File: config.mk
export PLATFORM = sky130hd
export DESIGN_NAME = gpce_top
export DESIGN_NICKNAME = d
export VERILOG_FILES = /design/src/verilog/gpce_pin_filter.v /design/src/verilog/gpce_top.v
export VERILOG_INCLUDE_DIRS = /design/src /design/src/verilog
export SDC_FILE = /design/constraint.sdc
export NUM_CORES = 1
export LEC_CHECK = 0
export ABC_AREA = 1
export BUFFER_PORTS_ARGS = -buffer_cell sky130_fd_sc_hd__clkbuf_2
export CAP_MARGIN = 20
export CORE_ASPECT_RATIO = 2
export CORE_MARGIN = 3
export CORE_UTILIZATION = 45
export CTS_CLUSTER_DIAMETER = 200
export CTS_CLUSTER_SIZE = 10
export DETAILED_ROUTE_END_ITERATION = 7
export GPL_ROUTABILITY_DRIVEN = 0
export GPL_TIMING_DRIVEN = 0
export PLACE_DENSITY = 0.63
export RECOVER_POWER = 100
export SLEW_MARGIN = 5
export SYNTH_ARGS = -nofsm -noshare
export SYNTH_HDL_FRONTEND = slang
export SYNTH_SLANG_ARGS = --single-unit
File: constraint.sdc
create_clock -name clk -period 3.2 [get_ports clk]
set_input_delay 0.48 -clock clk [delete_from_list [all_inputs] [get_ports clk]]
set_output_delay 0.48 -clock clk [all_outputs]
set_load 0.005 [all_outputs]
File: src/verilog/gpce_defines.vh
// Constants for the 30-pin GPIO controller with edge, interrupt and wake logic
`ifndef GPCE_DEFINES_VH
`define GPCE_DEFINES_VH

// ----------------------------------------------------------------------------
// Geometry
// ----------------------------------------------------------------------------
`define GPCE_NPINS        30
`define GPCE_ADDR_W       8
`define GPCE_DATA_W       32

// ----------------------------------------------------------------------------
// Register byte offsets
// ----------------------------------------------------------------------------
`define GPCE_PIN_DIRECTION_REG      8'h00
`define GPCE_OUTPUT_SET_REG         8'h04
`define GPCE_OUTPUT_CLEAR_REG       8'h08
`define GPCE_PIN_LEVEL_REG          8'h0c
`define GPCE_RISING_EDGE_ENABLE_REG 8'h10
`define GPCE_FALLING_EDGE_ENABLE_REG 8'h14
`define GPCE_INTERRUPT_MASK_REG     8'h18
`define GPCE_WAKE_MASK_REG          8'h1c
`define GPCE_WAKE_SOURCE_REG        8'h20
`define GPCE_GLITCH_BYPASS_REG      8'h24
`define GPCE_INT_POLARITY_REG       8'h28
`define GPCE_INT_LEVEL_MODE_REG     8'h2c
`define GPCE_INT_STATUS_REG         8'h30
`define GPCE_OUTPUT_HIZ_REG         8'h34
`define GPCE_CONTROL_REG            8'h38

// ----------------------------------------------------------------------------
// Fields and reset values
// ----------------------------------------------------------------------------
`define GPCE_CTRL_ROUTE_BIT  0
`define GPCE_PINS_RESET      30'h0000_0000
`define GPCE_ROUTE_RESET     1'h0

// ----------------------------------------------------------------------------
// AXI responses
// ----------------------------------------------------------------------------
`define GPCE_RESP_OKAY   2'h0
`define GPCE_RESP_SLVERR 2'h2

// ----------------------------------------------------------------------------
// Glitch filter timing, reference clock 100 MHz
// ----------------------------------------------------------------------------
`define GPCE_FILT_MIN_NS     30
`define GPCE_FILT_REF_CLK_NS 10
`define GPCE_FILT_CYCLES     (`GPCE_FILT_MIN_NS / `GPCE_FILT_REF_CLK_NS)
`define GPCE_FILT_CNT_W      2

`endif

File: src/verilog/gpce_pin_filter.v
// One pin: two-flop input stage and glitch filter with bypass select
`timescale 1ns/10ps
`include "gpce_defines.vh"

module gpce_pin_filter
(
  input  wire clk,       // Controller clock
  input  wire resetn,    // Synchronous reset, active low
  input  wire pinIn,     // Raw pad level
  input  wire bypass,    // Skip glitch filter
  output wire levelOut,  // Synchronised pad level
  output wire edgeSrc    // Level fed to edge detection
);

  localparam integer                LAST_INT = `GPCE_FILT_CYCLES - 1;
  localparam [`GPCE_FILT_CNT_W-1:0] LAST_CNT = LAST_INT[`GPCE_FILT_CNT_W-1:0];

  reg                        syncA_q;
  reg                        syncB_q;
  reg                        filt_q;
  reg [`GPCE_FILT_CNT_W-1:0] cnt_q;

  // --------------------------------------------------------------------------
  // Back to back flops, a synchroniser only; glitches pass on to the filter below
  // --------------------------------------------------------------------------
  always @(posedge clk)
  begin
    if (!resetn)
    begin
      syncA_q <= 1'h0;
      syncB_q <= 1'h0;
    end
    else
    begin
      syncA_q <= pinIn;
      syncB_q <= syncA_q;
    end
  end

  // --------------------------------------------------------------------------
  // Filter: a new level must hold for the full filter count
  // --------------------------------------------------------------------------
  always @(posedge clk)
  begin
    if (!resetn)
    begin
      filt_q <= 1'h0;
      cnt_q  <= {`GPCE_FILT_CNT_W{1'b0}};
    end
    else if (syncB_q == filt_q)
    begin
      cnt_q <= {`GPCE_FILT_CNT_W{1'b0}};
    end
    else if (cnt_q == LAST_CNT)
    begin
      filt_q <= syncB_q;
      cnt_q  <= {`GPCE_FILT_CNT_W{1'b0}};
    end
    else
    begin
      cnt_q <= cnt_q + 1'b1;
    end
  end

  assign levelOut = syncB_q;
  assign edgeSrc  = bypass ? syncB_q : filt_q;

endmodule

File: src/verilog/gpce_top.v
// GPIO controller: AXI4-Lite registers, pin drive, edge, interrupt and wake logic
`timescale 1ns/10ps
`include "gpce_defines.vh"

module gpce_top
(
  input  wire                       clk,      // Controller clock
  input  wire                       resetn,   // Synchronous reset, active low
  input  wire [`GPCE_ADDR_W-1:0]    awaddr,   // AXI write address
  input  wire                       awvalid,  // AXI write address valid
  output wire                       awready,  // AXI write address ready
  input  wire [`GPCE_DATA_W-1:0]    wdata,    // AXI write data
  input  wire [3:0]                 wstrb,    // AXI byte strobes
  input  wire                       wvalid,   // AXI write data valid
  output wire                       wready,   // AXI write data ready
  output reg  [1:0]                 bresp,    // AXI write response
  output reg                        bvalid,   // AXI write response valid
  input  wire                       bready,   // AXI write response ready
  input  wire [`GPCE_ADDR_W-1:0]    araddr,   // AXI read address
  input  wire                       arvalid,  // AXI read address valid
  output wire                       arready,  // AXI read address ready
  output reg  [`GPCE_DATA_W-1:0]    rdata,    // AXI read data
  output reg  [1:0]                 rresp,    // AXI read response
  output reg                        rvalid,   // AXI read data valid
  input  wire                       rready,   // AXI read data ready
  input  wire [`GPCE_NPINS-1:0]     padIn,    // Pad levels
  output wire [`GPCE_NPINS-1:0]     padOut,   // Pad output levels
  output wire [`GPCE_NPINS-1:0]     padOe_n,  // Pad drive enable, active low
  output wire                       irqCore,  // Controller interrupt to embedded core
  output wire                       irqHost,  // Controller interrupt to host
  output wire                       wakeReq   // Any wake source recorded
);

  localparam NP = `GPCE_NPINS;

  // --------------------------------------------------------------------------
  // Registers
  // --------------------------------------------------------------------------
  reg  [NP-1:0] dir_q;
  reg  [NP-1:0] outLatch_q;
  reg  [NP-1:0] riseEn_q;
  reg  [NP-1:0] fallEn_q;
  reg  [NP-1:0] intMask_q;
  reg  [NP-1:0] wakeMask_q;
  reg  [NP-1:0] wakeSrc_q;
  reg  [NP-1:0] bypass_q;
  reg  [NP-1:0] intPol_q;
  reg  [NP-1:0] intLvl_q;
  reg  [NP-1:0] intStat_q;
  reg  [NP-1:0] hiZ_q;
  reg           route_q;
  reg  [NP-1:0] edgeReg_q;

  reg                     awHeld_q;
  reg                     wHeld_q;
  reg  [`GPCE_ADDR_W-1:0] awAddr_q;
  reg  [`GPCE_DATA_W-1:0] wData_q;
  reg  [3:0]              wStrb_q;

  wire [NP-1:0] pinLevel;
  wire [NP-1:0] edgeSrc;
  wire [NP-1:0] riseDet;
  wire [NP-1:0] fallDet;
  wire [NP-1:0] edgeDet;
  wire [NP-1:0] pending;
  wire [`GPCE_DATA_W-1:0] byteMask;
  wire [NP-1:0] wMask;
  wire [NP-1:0] wBits;
  wire          doWrite;
  reg           wrHit;

  // --------------------------------------------------------------------------
  // Per-pin input stage
  // --------------------------------------------------------------------------
  genvar gi;
  generate
    for (gi = 0; gi < NP; gi = gi + 1)
    begin : pinGen
      gpce_pin_filter uFilt
      (
        .clk      (clk),
        .resetn   (resetn),
        .pinIn    (padIn[gi]),
        .bypass   (bypass_q[gi]),
        .levelOut (pinLevel[gi]),
        .edgeSrc  (edgeSrc[gi])
      );
    end
  endgenerate

  // --------------------------------------------------------------------------
  // Edge detection
  // --------------------------------------------------------------------------
  always @(posedge clk)
  begin
    if (!resetn)
      edgeReg_q <= `GPCE_PINS_RESET;
    else
      edgeReg_q <= edgeSrc;
  end

  assign riseDet = edgeSrc & ~edgeReg_q & riseEn_q & ~dir_q;
  assign fallDet = ~edgeSrc & edgeReg_q & fallEn_q & ~dir_q;
  assign edgeDet = riseDet | fallDet;

  // --------------------------------------------------------------------------
  // Pin drive
  // --------------------------------------------------------------------------
  assign padOut  = outLatch_q;
  assign padOe_n = ~(dir_q & ~hiZ_q);

  // --------------------------------------------------------------------------
  // Interrupt and wake outputs
  // --------------------------------------------------------------------------
  assign pending = intMask_q & ~dir_q &
                   ((intLvl_q & (pinLevel ^ intPol_q)) | (~intLvl_q & intStat_q));
  assign irqCore = (|pending) & ~route_q;
  assign irqHost = (|pending) & route_q;
  assign wakeReq = |wakeSrc_q;

  // --------------------------------------------------------------------------
  // AXI write channel
  // --------------------------------------------------------------------------
  assign awready  = ~awHeld_q;
  assign wready   = ~wHeld_q;
  assign doWrite  = awHeld_q & wHeld_q & ~bvalid;
  assign byteMask = {{8{wStrb_q[3]}}, {8{wStrb_q[2]}}, {8{wStrb_q[1]}}, {8{wStrb_q[0]}}};
  assign wMask    = byteMask[NP-1:0];
  assign wBits    = wData_q[NP-1:0] & wMask;

  always @*
  begin
    wrHit = 1'b1;
    if (awAddr_q == `GPCE_PIN_DIRECTION_REG || awAddr_q == `GPCE_OUTPUT_SET_REG ||
        awAddr_q == `GPCE_OUTPUT_CLEAR_REG || awAddr_q == `GPCE_PIN_LEVEL_REG ||
        awAddr_q == `GPCE_RISING_EDGE_ENABLE_REG ||
        awAddr_q == `GPCE_FALLING_EDGE_ENABLE_REG ||
        awAddr_q == `GPCE_INTERRUPT_MASK_REG || awAddr_q == `GPCE_WAKE_MASK_REG ||
        awAddr_q == `GPCE_WAKE_SOURCE_REG || awAddr_q == `GPCE_GLITCH_BYPASS_REG ||
        awAddr_q == `GPCE_INT_POLARITY_REG || awAddr_q == `GPCE_INT_LEVEL_MODE_REG ||
        awAddr_q == `GPCE_INT_STATUS_REG || awAddr_q == `GPCE_OUTPUT_HIZ_REG ||
        awAddr_q == `GPCE_CONTROL_REG)
      wrHit = 1'b1;
    else
      wrHit = 1'b0;
  end

  always @(posedge clk)
  begin
    if (!resetn)
    begin
      awHeld_q <= 1'b0;
      wHeld_q  <= 1'b0;
      awAddr_q <= {`GPCE_ADDR_W{1'b0}};
      wData_q  <= {`GPCE_DATA_W{1'b0}};
      wStrb_q  <= 4'h0;
      bvalid   <= 1'b0;
      bresp    <= `GPCE_RESP_OKAY;
    end
    else
    begin
      if (awvalid && !awHeld_q)
      begin
        awHeld_q <= 1'b1;
        awAddr_q <= awaddr;
      end
      if (wvalid && !wHeld_q)
      begin
        wHeld_q <= 1'b1;
        wData_q <= wdata;
        wStrb_q <= wstrb;
      end
      if (doWrite)
      begin
        awHeld_q <= 1'b0;
        wHeld_q  <= 1'b0;
        bvalid   <= 1'b1;
        bresp    <= wrHit ? `GPCE_RESP_OKAY : `GPCE_RESP_SLVERR;
      end
      else if (bvalid && bready)
        bvalid <= 1'b0;
    end
  end

  // --------------------------------------------------------------------------
  // Register updates
  // --------------------------------------------------------------------------
  always @(posedge clk)
  begin
    if (!resetn)
    begin
      dir_q      <= `GPCE_PINS_RESET;
      outLatch_q <= `GPCE_PINS_RESET;
      riseEn_q   <= `GPCE_PINS_RESET;
      fallEn_q   <= `GPCE_PINS_RESET;
      intMask_q  <= `GPCE_PINS_RESET;
      wakeMask_q <= `GPCE_PINS_RESET;
      bypass_q   <= `GPCE_PINS_RESET;
      intPol_q   <= `GPCE_PINS_RESET;
      intLvl_q   <= `GPCE_PINS_RESET;
      hiZ_q      <= `GPCE_PINS_RESET;
      route_q    <= `GPCE_ROUTE_RESET;
    end
    else if (doWrite)
    begin
      if (awAddr_q == `GPCE_PIN_DIRECTION_REG)
        dir_q <= (dir_q & ~wMask) | wBits;
      else if (awAddr_q == `GPCE_OUTPUT_SET_REG)
        outLatch_q <= outLatch_q | wBits;
      else if (awAddr_q == `GPCE_OUTPUT_CLEAR_REG)
        outLatch_q <= outLatch_q & ~wBits;
      else if (awAddr_q == `GPCE_RISING_EDGE_ENABLE_REG)
        riseEn_q <= (riseEn_q & ~wMask) | wBits;
      else if (awAddr_q == `GPCE_FALLING_EDGE_ENABLE_REG)
        fallEn_q <= (fallEn_q & ~wMask) | wBits;
      else if (awAddr_q == `GPCE_INTERRUPT_MASK_REG)
        intMask_q <= (intMask_q & ~wMask) | wBits;
      else if (awAddr_q == `GPCE_WAKE_MASK_REG)
        wakeMask_q <= (wakeMask_q & ~wMask) | wBits;
      else if (awAddr_q == `GPCE_GLITCH_BYPASS_REG)
        bypass_q <= (bypass_q & ~wMask) | wBits;
      else if (awAddr_q == `GPCE_INT_POLARITY_REG)
        intPol_q <= (intPol_q & ~wMask) | wBits;
      else if (awAddr_q == `GPCE_INT_LEVEL_MODE_REG)
        intLvl_q <= (intLvl_q & ~wMask) | wBits;
      else if (awAddr_q == `GPCE_OUTPUT_HIZ_REG)
        hiZ_q <= (hiZ_q & ~wMask) | wBits;
      else if (awAddr_q == `GPCE_CONTROL_REG && wStrb_q[0])
        route_q <= wData_q[`GPCE_CTRL_ROUTE_BIT];
    end
  end

  // --------------------------------------------------------------------------
  // Sticky flags; a new event wins over a clear in the same cycle
  // --------------------------------------------------------------------------
  always @(posedge clk)
  begin
    if (!resetn)
    begin
      wakeSrc_q <= `GPCE_PINS_RESET;
      intStat_q <= `GPCE_PINS_RESET;
    end
    else
    begin
      if (doWrite && awAddr_q == `GPCE_WAKE_SOURCE_REG)
        wakeSrc_q <= (wakeSrc_q & ~wBits) | (edgeDet & wakeMask_q);
      else
        wakeSrc_q <= wakeSrc_q | (edgeDet & wakeMask_q);
      if (doWrite && awAddr_q == `GPCE_INT_STATUS_REG)
        intStat_q <= (intStat_q & ~wBits) | edgeDet;
      else
        intStat_q <= intStat_q | edgeDet;
    end
  end

  // --------------------------------------------------------------------------
  // AXI read channel
  // --------------------------------------------------------------------------
  assign arready = ~rvalid;

  always @(posedge clk)
  begin
    if (!resetn)
    begin
      rvalid <= 1'b0;
      rdata  <= {`GPCE_DATA_W{1'b0}};
      rresp  <= `GPCE_RESP_OKAY;
    end
    else if (arvalid && !rvalid)
    begin
      rvalid <= 1'b1;
      rresp  <= `GPCE_RESP_OKAY;
      if (araddr == `GPCE_PIN_DIRECTION_REG)
        rdata <= {2'h0, dir_q};
      else if (araddr == `GPCE_OUTPUT_SET_REG || araddr == `GPCE_OUTPUT_CLEAR_REG)
        rdata <= {2'h0, outLatch_q};
      else if (araddr == `GPCE_PIN_LEVEL_REG)
        rdata <= {2'h0, pinLevel};
      else if (araddr == `GPCE_RISING_EDGE_ENABLE_REG)
        rdata <= {2'h0, riseEn_q};
      else if (araddr == `GPCE_FALLING_EDGE_ENABLE_REG)
        rdata <= {2'h0, fallEn_q};
      else if (araddr == `GPCE_INTERRUPT_MASK_REG)
        rdata <= {2'h0, intMask_q};
      else if (araddr == `GPCE_WAKE_MASK_REG)
        rdata <= {2'h0, wakeMask_q};
      else if (araddr == `GPCE_WAKE_SOURCE_REG)
        rdata <= {2'h0, wakeSrc_q};
      else if (araddr == `GPCE_GLITCH_BYPASS_REG)
        rdata <= {2'h0, bypass_q};
      else if (araddr == `GPCE_INT_POLARITY_REG)
        rdata <= {2'h0, intPol_q};
      else if (araddr == `GPCE_INT_LEVEL_MODE_REG)
        rdata <= {2'h0, intLvl_q};
      else if (araddr == `GPCE_INT_STATUS_REG)
        rdata <= {2'h0, intStat_q};
      else if (araddr == `GPCE_OUTPUT_HIZ_REG)
        rdata <= {2'h0, hiZ_q};
      else if (araddr == `GPCE_CONTROL_REG)
        rdata <= {31'h0, route_q};
      else
      begin
        rdata <= {`GPCE_DATA_W{1'b0}};
        rresp <= `GPCE_RESP_SLVERR;
      end
    end
    else if (rvalid && rready)
      rvalid <= 1'b0;
  end

endmodule

### Word-level counts from Yosys, hierarchy flattened

Cells that the tools add are included.

* flip-flop bits (word level): 623
* bits of input ports: 89
* output and inout port bits: 104
* word-level logic and storage cells: 536

* add/subtract/negate cells: 30
* equal/unequal tests: 88
* mux-type cells: 68
* bitwise operators: 101
* reduce and logical (&&, ||, !) cells: 105

Operators with widths (count)
* $and A30 B30 Y30: 25
* $mux W30: 17
* $or A30 B30 Y30: 16
* $not A30 Y30: 8
* $eq A8 B6 Y1 const B: 14
* $reduce_or A3 Y1: 30
* $eq A8 B5 Y1 const B: 8
* $reduce_and A2 Y1: 31
* $add A2 B1 Y2 const B: 30
* $eq A2 B2 Y1 const B: 30
* $reduce_or A30 Y1: 2
* $not A1 Y1: 47
* $mux W1: 36
* $eq A8 B4 Y1 const B: 4
* $eq A1 B1 Y1: 30
* $mux W2: 15
* $xor A30 B30 Y30: 1
* $eq A8 B3 Y1 const B: 2
* $logic_not A8 Y1: 2
* $logic_or A1 B1 Y1: 15
* $reduce_and A13 Y1: 1
* $reduce_and A12 Y1: 1
* $reduce_and A11 Y1: 1
* $reduce_and A10 Y1: 1
* 11 further kinds: 25

### Depth between registers and ports, before layout

* word-level depth: 17
* mapped depth: 16
* mapped depth without buffers: 16

### By module

A second synthesis with hierarchy kept.

* cells, all modules: 3934
* area, all modules: 27679.0 um^2

Modules (own cells, without submodules)
* gpce_top: instances 1, cells an instance 3214, area each 21898.5 um^2, sequential area each 9389.0 um^2
* gpce_pin_filter: instances 30, cells an instance 24, area each 192.7 um^2, sequential area each 100.1 um^2

### Least setup slack after synthesis

Ideal clock, no wire load.

* kind: input-to-reg
* start point: input port araddr[1]
* end point: register rdata[19]
* library setup time: 70 ps
* data arrival time: 1882 ps
* required time: 3130 ps
* setup slack: 1247 ps
* stages: 12
* buffers on the path: 1
* cells stage by stage: nor2_1 nand3_1 nor2_1 buf_2 nand2_1 o21ai_0 nor2_1 nand3_1 a21boi_0 nand4_1 nand2_1 a21oi_1

* word-level cells in the longest chain between the ends: 14
* elaborated cells between the ends (all ways): 28
* those cells by class: eq/ne (13); mux (13); reduce/logical (2)

Ends and longest elaborated chain
* start: declaration: RTL line gpce_top.v:19 `` input wire [`GPCE_ADDR_W-1:0] araddr, ``
* $eq A8 B6 Y1 (no source line)
* $mux W30: RTL line gpce_top.v:297 `` else if (araddr == `GPCE_OUTPUT_HIZ_REG) ``
* $mux W30: RTL line gpce_top.v:295 `` else if (araddr == `GPCE_INT_STATUS_REG) ``
* $mux W30: RTL line gpce_top.v:293 `` else if (araddr == `GPCE_INT_LEVEL_MODE_REG) ``
* $mux W30: RTL line gpce_top.v:291 `` else if (araddr == `GPCE_INT_POLARITY_REG) ``
* $mux W30: RTL line gpce_top.v:289 `` else if (araddr == `GPCE_GLITCH_BYPASS_REG) ``
* $mux W30: RTL line gpce_top.v:287 `` else if (araddr == `GPCE_WAKE_SOURCE_REG) ``
* $mux W30: RTL line gpce_top.v:285 `` else if (araddr == `GPCE_WAKE_MASK_REG) ``
* $mux W30: RTL line gpce_top.v:283 `` else if (araddr == `GPCE_INTERRUPT_MASK_REG) ``
* $mux W30: RTL line gpce_top.v:281 `` else if (araddr == `GPCE_FALLING_EDGE_ENABLE_REG) ``
* $mux W30: RTL line gpce_top.v:279 `` else if (araddr == `GPCE_RISING_EDGE_ENABLE_REG) ``
* $mux W30: RTL line gpce_top.v:277 `` else if (araddr == `GPCE_PIN_LEVEL_REG) ``
* $mux W30: RTL line gpce_top.v:275 `` else if (araddr == `GPCE_OUTPUT_SET_REG || araddr == `GPCE_OUTPUT_CLEAR_REG) ``
* $mux W30 (*): RTL line gpce_top.v:273 `` if (araddr == `GPCE_PIN_DIRECTION_REG) ``
* end signal: assignment: RTL line gpce_top.v:274 `rdata <= {2'h0, dir_q};`
* end signal: assignment: RTL line gpce_top.v:276 `rdata <= {2'h0, outLatch_q};`
* end signal: assignment: RTL line gpce_top.v:278 `rdata <= {2'h0, pinLevel};`
* end: declaration: RTL line gpce_top.v:22 `` output reg [`GPCE_DATA_W-1:0] rdata, ``

Mark *: on every way between the ends. The rest lies on a longest branch, timed or not.
A chain may end at the register's enable or synchronous reset.

### Final worst setup path

* start point: register pinGen[3].uFilt.syncB_q
* end point: output port irqHost

* word-level cells in the longest chain between the ends: 6

Ends and longest elaborated chain
* start: declaration: RTL line gpce_pin_filter.v:19 `reg syncB_q;`
* start signal: assignment: RTL line gpce_pin_filter.v:36 `syncB_q <= syncA_q;`
* $xor A30 B30 Y30: RTL line gpce_top.v:116 `((intLvl_q & (pinLevel ^ intPol_q)) | (~intLvl_q & intStat_q));`
* $and A30 B30 Y30: RTL line gpce_top.v:116
* $or A30 B30 Y30: RTL line gpce_top.v:116
* $and A30 B30 Y30: RTL line gpce_top.v:115 `assign pending = intMask_q & ~dir_q &`
* $reduce_or A30 Y1: RTL line gpce_top.v:118 `assign irqHost = (|pending) & route_q;`
* $and A1 B1 Y1: RTL line gpce_top.v:118
* end: declaration: RTL line gpce_top.v:30 `output wire irqHost,`

Every way passes these cells.

==> results.md <==
- Status: completed
- Synth async-reset ratio: 0%
- Cell Area, Synth: 0.0264 mm^2
- Startpoint Class: flop
- Clock Root Buffer: clkbuf_16
- Total leakage power: 11.1 nW
- Share of layout cells above drive strength 1: 7.60%
- Number of buffers created by CTS: 71
- NetSw: 4.11 mW
- Internal: 12.0 mW
- Worst-Skew Late Latency: 0.64 ns
- First-pass GRT wire length: 168000 um
- Max-Slew Margin vs Limit: 14.6%
- Final Setup Violations: 0
- Clock sinks: 619
- Fill count: 5977
- Slew @ Worst Pin: 1.28 ns
- Main synth FF type: dfxtp_1
- Hold Path Class: in -> reg
- Syn Inst Count: 3538
- Clock transition at path regs: 0.06 ns
- Synthesized area per cell: 7.46 um^2
- Clk_skew: 0.0295 ns
- Initial Util: 45.5%
- WL met3: 10500 um
- Fin crit period: 3.17 ns
- VDD IR max: 0.418 mV
- PD cells: 533 mW/mm^2
- Combinational Power Share: 5.7%
- Gr ovfl total: 0
- Critical Path RT: 2.72 ns
- Hold_buf cts: 0
- Number of synthesized flops with an enable pin: 0
- Via density: 5.96
- Core area: 0.0580 mm^2
- CP Max Fanout: 4
- Nets: 3930
- Die Span Y: 349 um
- WHS: 0.0216 ns
- Die area: 0.0618 mm^2
- Register share of total power: 49.4%
- Area grow syn2layout: 14.1%
- Crit path arrival time: 2.69 ns
- M1 WL: 39200 um
- Synthesized flop and latch total: 619
- Die Span X: 177 um
- Clock buffer depth: 3
- CP Buf/Inv Count: 3
- Vias in the first global route: 26200
- First-iteration detailed-routing DRC count: 3079
- Worst r2r src: awAddr_q[0]
- Clock power share: 44.9%
- Pre-antenna DRT Iters: 8
- CP Cell Sequence: inv_1 -> a21oi_1 -> o21ai_0 -> o2111ai_1 -> nand4_1 -> nor4_4 -> buf_4 -> a21boi_0 -> clkbuf_2
- WL/cell: 25.8 um
- Ratio of final minimum period to clock period: 99.1%
- Crit Path Class: reg -> out
- Max-Cap Viols: 0
- Area after DPL: 0.0284 mm^2
- DR top layer: met4
- Remaining DRCs: 0
- Switching share of power: 25.6%
- HP Start: padIn[6]
- Largest net degree at the start of global routing: 11
- GRT Resource Usage Total: 37.4%
- Via Count: 27300
- Synth Warn #: 0
- Largest stage delay, worst path: 0.41 ns
- Initial antenna violation count: 1
- Design Power: 16.1 mW
- Slowest CP cell: dfxtp_1
- Post-layout util: 51.9%
- H-tree lvl count: 3
- Metal2 WL: 53800 um
- Top Family by Delay on Critical Path: simple AND/OR/NAND/NOR gates
- Crit path capture type: primary output
- Setup_tns: 0 ns
- Hold Fails Final Rpt: 0
- Post-Route WL: 118000 um
- Final instance area: 0.0301 mm^2
- Max-slew violations: 0
- Dpl hpwl: 87600 um
- Seq/Total Area, Yosys: 46.9%
- CTS tree: yes
- Site Rows: 125
- Final ANT Viol Nets: 0
- Crit path from: pinGen[3].uFilt.levelOut
- Netlist cell types: 42
- Port bufs: 186
- Top Ports: 193
- Fmax: 315 MHz
[worst register-to-register path, cell delays in order, from the launching register on]
cell and delay, ns:
dfxtp_1 0.30, nor2_1 0.22, inv_2 0.10, nor2_1 0.16, nand2_1 0.17, nor2_1 0.19, nand2_1 0.37, nor2_1 0.72
clkbuf_1 0.55, nor2_1 0.08, a211oi_1 0.20
[per-stage QoR]
stage / instances / setup WS [ns]
after floorplan: 3541 / 1.25
after global placement: 4489 / -0.442
after detailed placement: 4495 / -0.464
after CTS: 4578 / 0.00974
after global routing: 4581 / -0.00965
final: 4583 / 0.0297
[placed cells by master (no fill, tap or decap), types with 39 or more instances in the layout]
master	count
a211oi_1	152
a21oi_1	374
clkbuf_1	213
clkbuf_16	71
clkbuf_2	136
dfxtp_1	616
inv_1	408
nand2_1	578
nand3_1	94
nand4_1	73
nor2_1	395
nor4_1	39
o21ai_0	409
[cell usage after synthesis, types with 2 or more instances]
master | number | area share, %
buf_1 | 7 | 0.10
inv_2 | 6 | 0.085
a21boi_1 | 5 | 0.14
or2_2 | 29 | 0.69
a21oi_1 | 374 | 7.1
nand3_1 | 94 | 1.8
o21ai_0 | 408 | 7.7
clkbuf_1 | 134 | 1.9
inv_1 | 406 | 5.8
nand4_1 | 73 | 1.7
nand2_4 | 2 | 0.085
ha_1 | 30 | 1.4
a221oi_1 | 4 | 0.13
o211ai_1 | 2 | 0.057
a21boi_0 | 18 | 0.51
o2111ai_1 | 28 | 0.93
nand2_1 | 574 | 8.2
a41oi_1 | 30 | 1.0
nand2_2 | 6 | 0.14
nor2_1 | 392 | 5.6
o21a_1 | 25 | 0.71
buf_4 | 11 | 0.31
nor2_4 | 7 | 0.30
dfxtp_1 | 619 | 47
buf_2 | 27 | 0.51
a211oi_1 | 152 | 4.3
nor4_1 | 40 | 0.95
nand2b_1 | 5 | 0.12
nor3_1 | 14 | 0.27
nor2_2 | 4 | 0.095
[routing by layer]
metal / up-vias / track usage (%)
li1: 12400 / -
met1: 12600 / 38.2
met2: 1648 / 60.8
met3: 668 / 8.61
met4: 0 / 37.4
met5: - / 0
[layout make-up]
class | count | area, um^2 | share of cell area [%]
timing repair buffer | 197 | 937 | 3.11
sequential | 619 | 12400 | 41.1
tap | 762 | 953 | 3.16
inverter | 413 | 1550 | 5.15
antenna | 4 | 10.0 | 0.0332
clock inverter | 7 | 91.3 | 0.303
buffer | 179 | 723 | 2.40
multi-input combinational | 2330 | 11700 | 38.8
clock buffer | 72 | 1780 | 5.91
[path summary, 6_finish.rpt]
| kind | slack, ns | cells after the start | to |
|---|---|---|---|
| max | 0.03 | 9 | irqHost |
| min | 0.02 | 3 | pinGen[6].uFilt.syncA_q |
| max reg2reg | 0.04 | 10 | flop |
| min reg2reg | 0.40 | 2 | pinGen[12].uFilt.levelOut |
[what timing repair did]
item,4_1_cts,5_1_grt
pin swaps,2,3
setup endpoints to repair,44,36
buffers inserted,4,0
gates resized for setup,2,10
[power by group through the flow]
stage	combinational [mW]	sequential, mW	clock (mW)
final	0.913	7.94	7.21
after global routing	0.957	7.95	7.52
after CTS	0.890	7.93	7.23
after detailed placement	0.883	8.10	0
after global placement	0.863	8.10	0
after floorplan	0.444	8.05	0
[kinds of logic after synthesis]
family,synth area share [%]
and+or+nand+nor,20.2
xor gates and xnor gates,0.0332
DFF,46.9
other,0.0142
adders and majority gates,1.42
AOI/OAI and AO/OA,22.7
buffers and inverters,8.71
(Power assumes the default switching activity.)
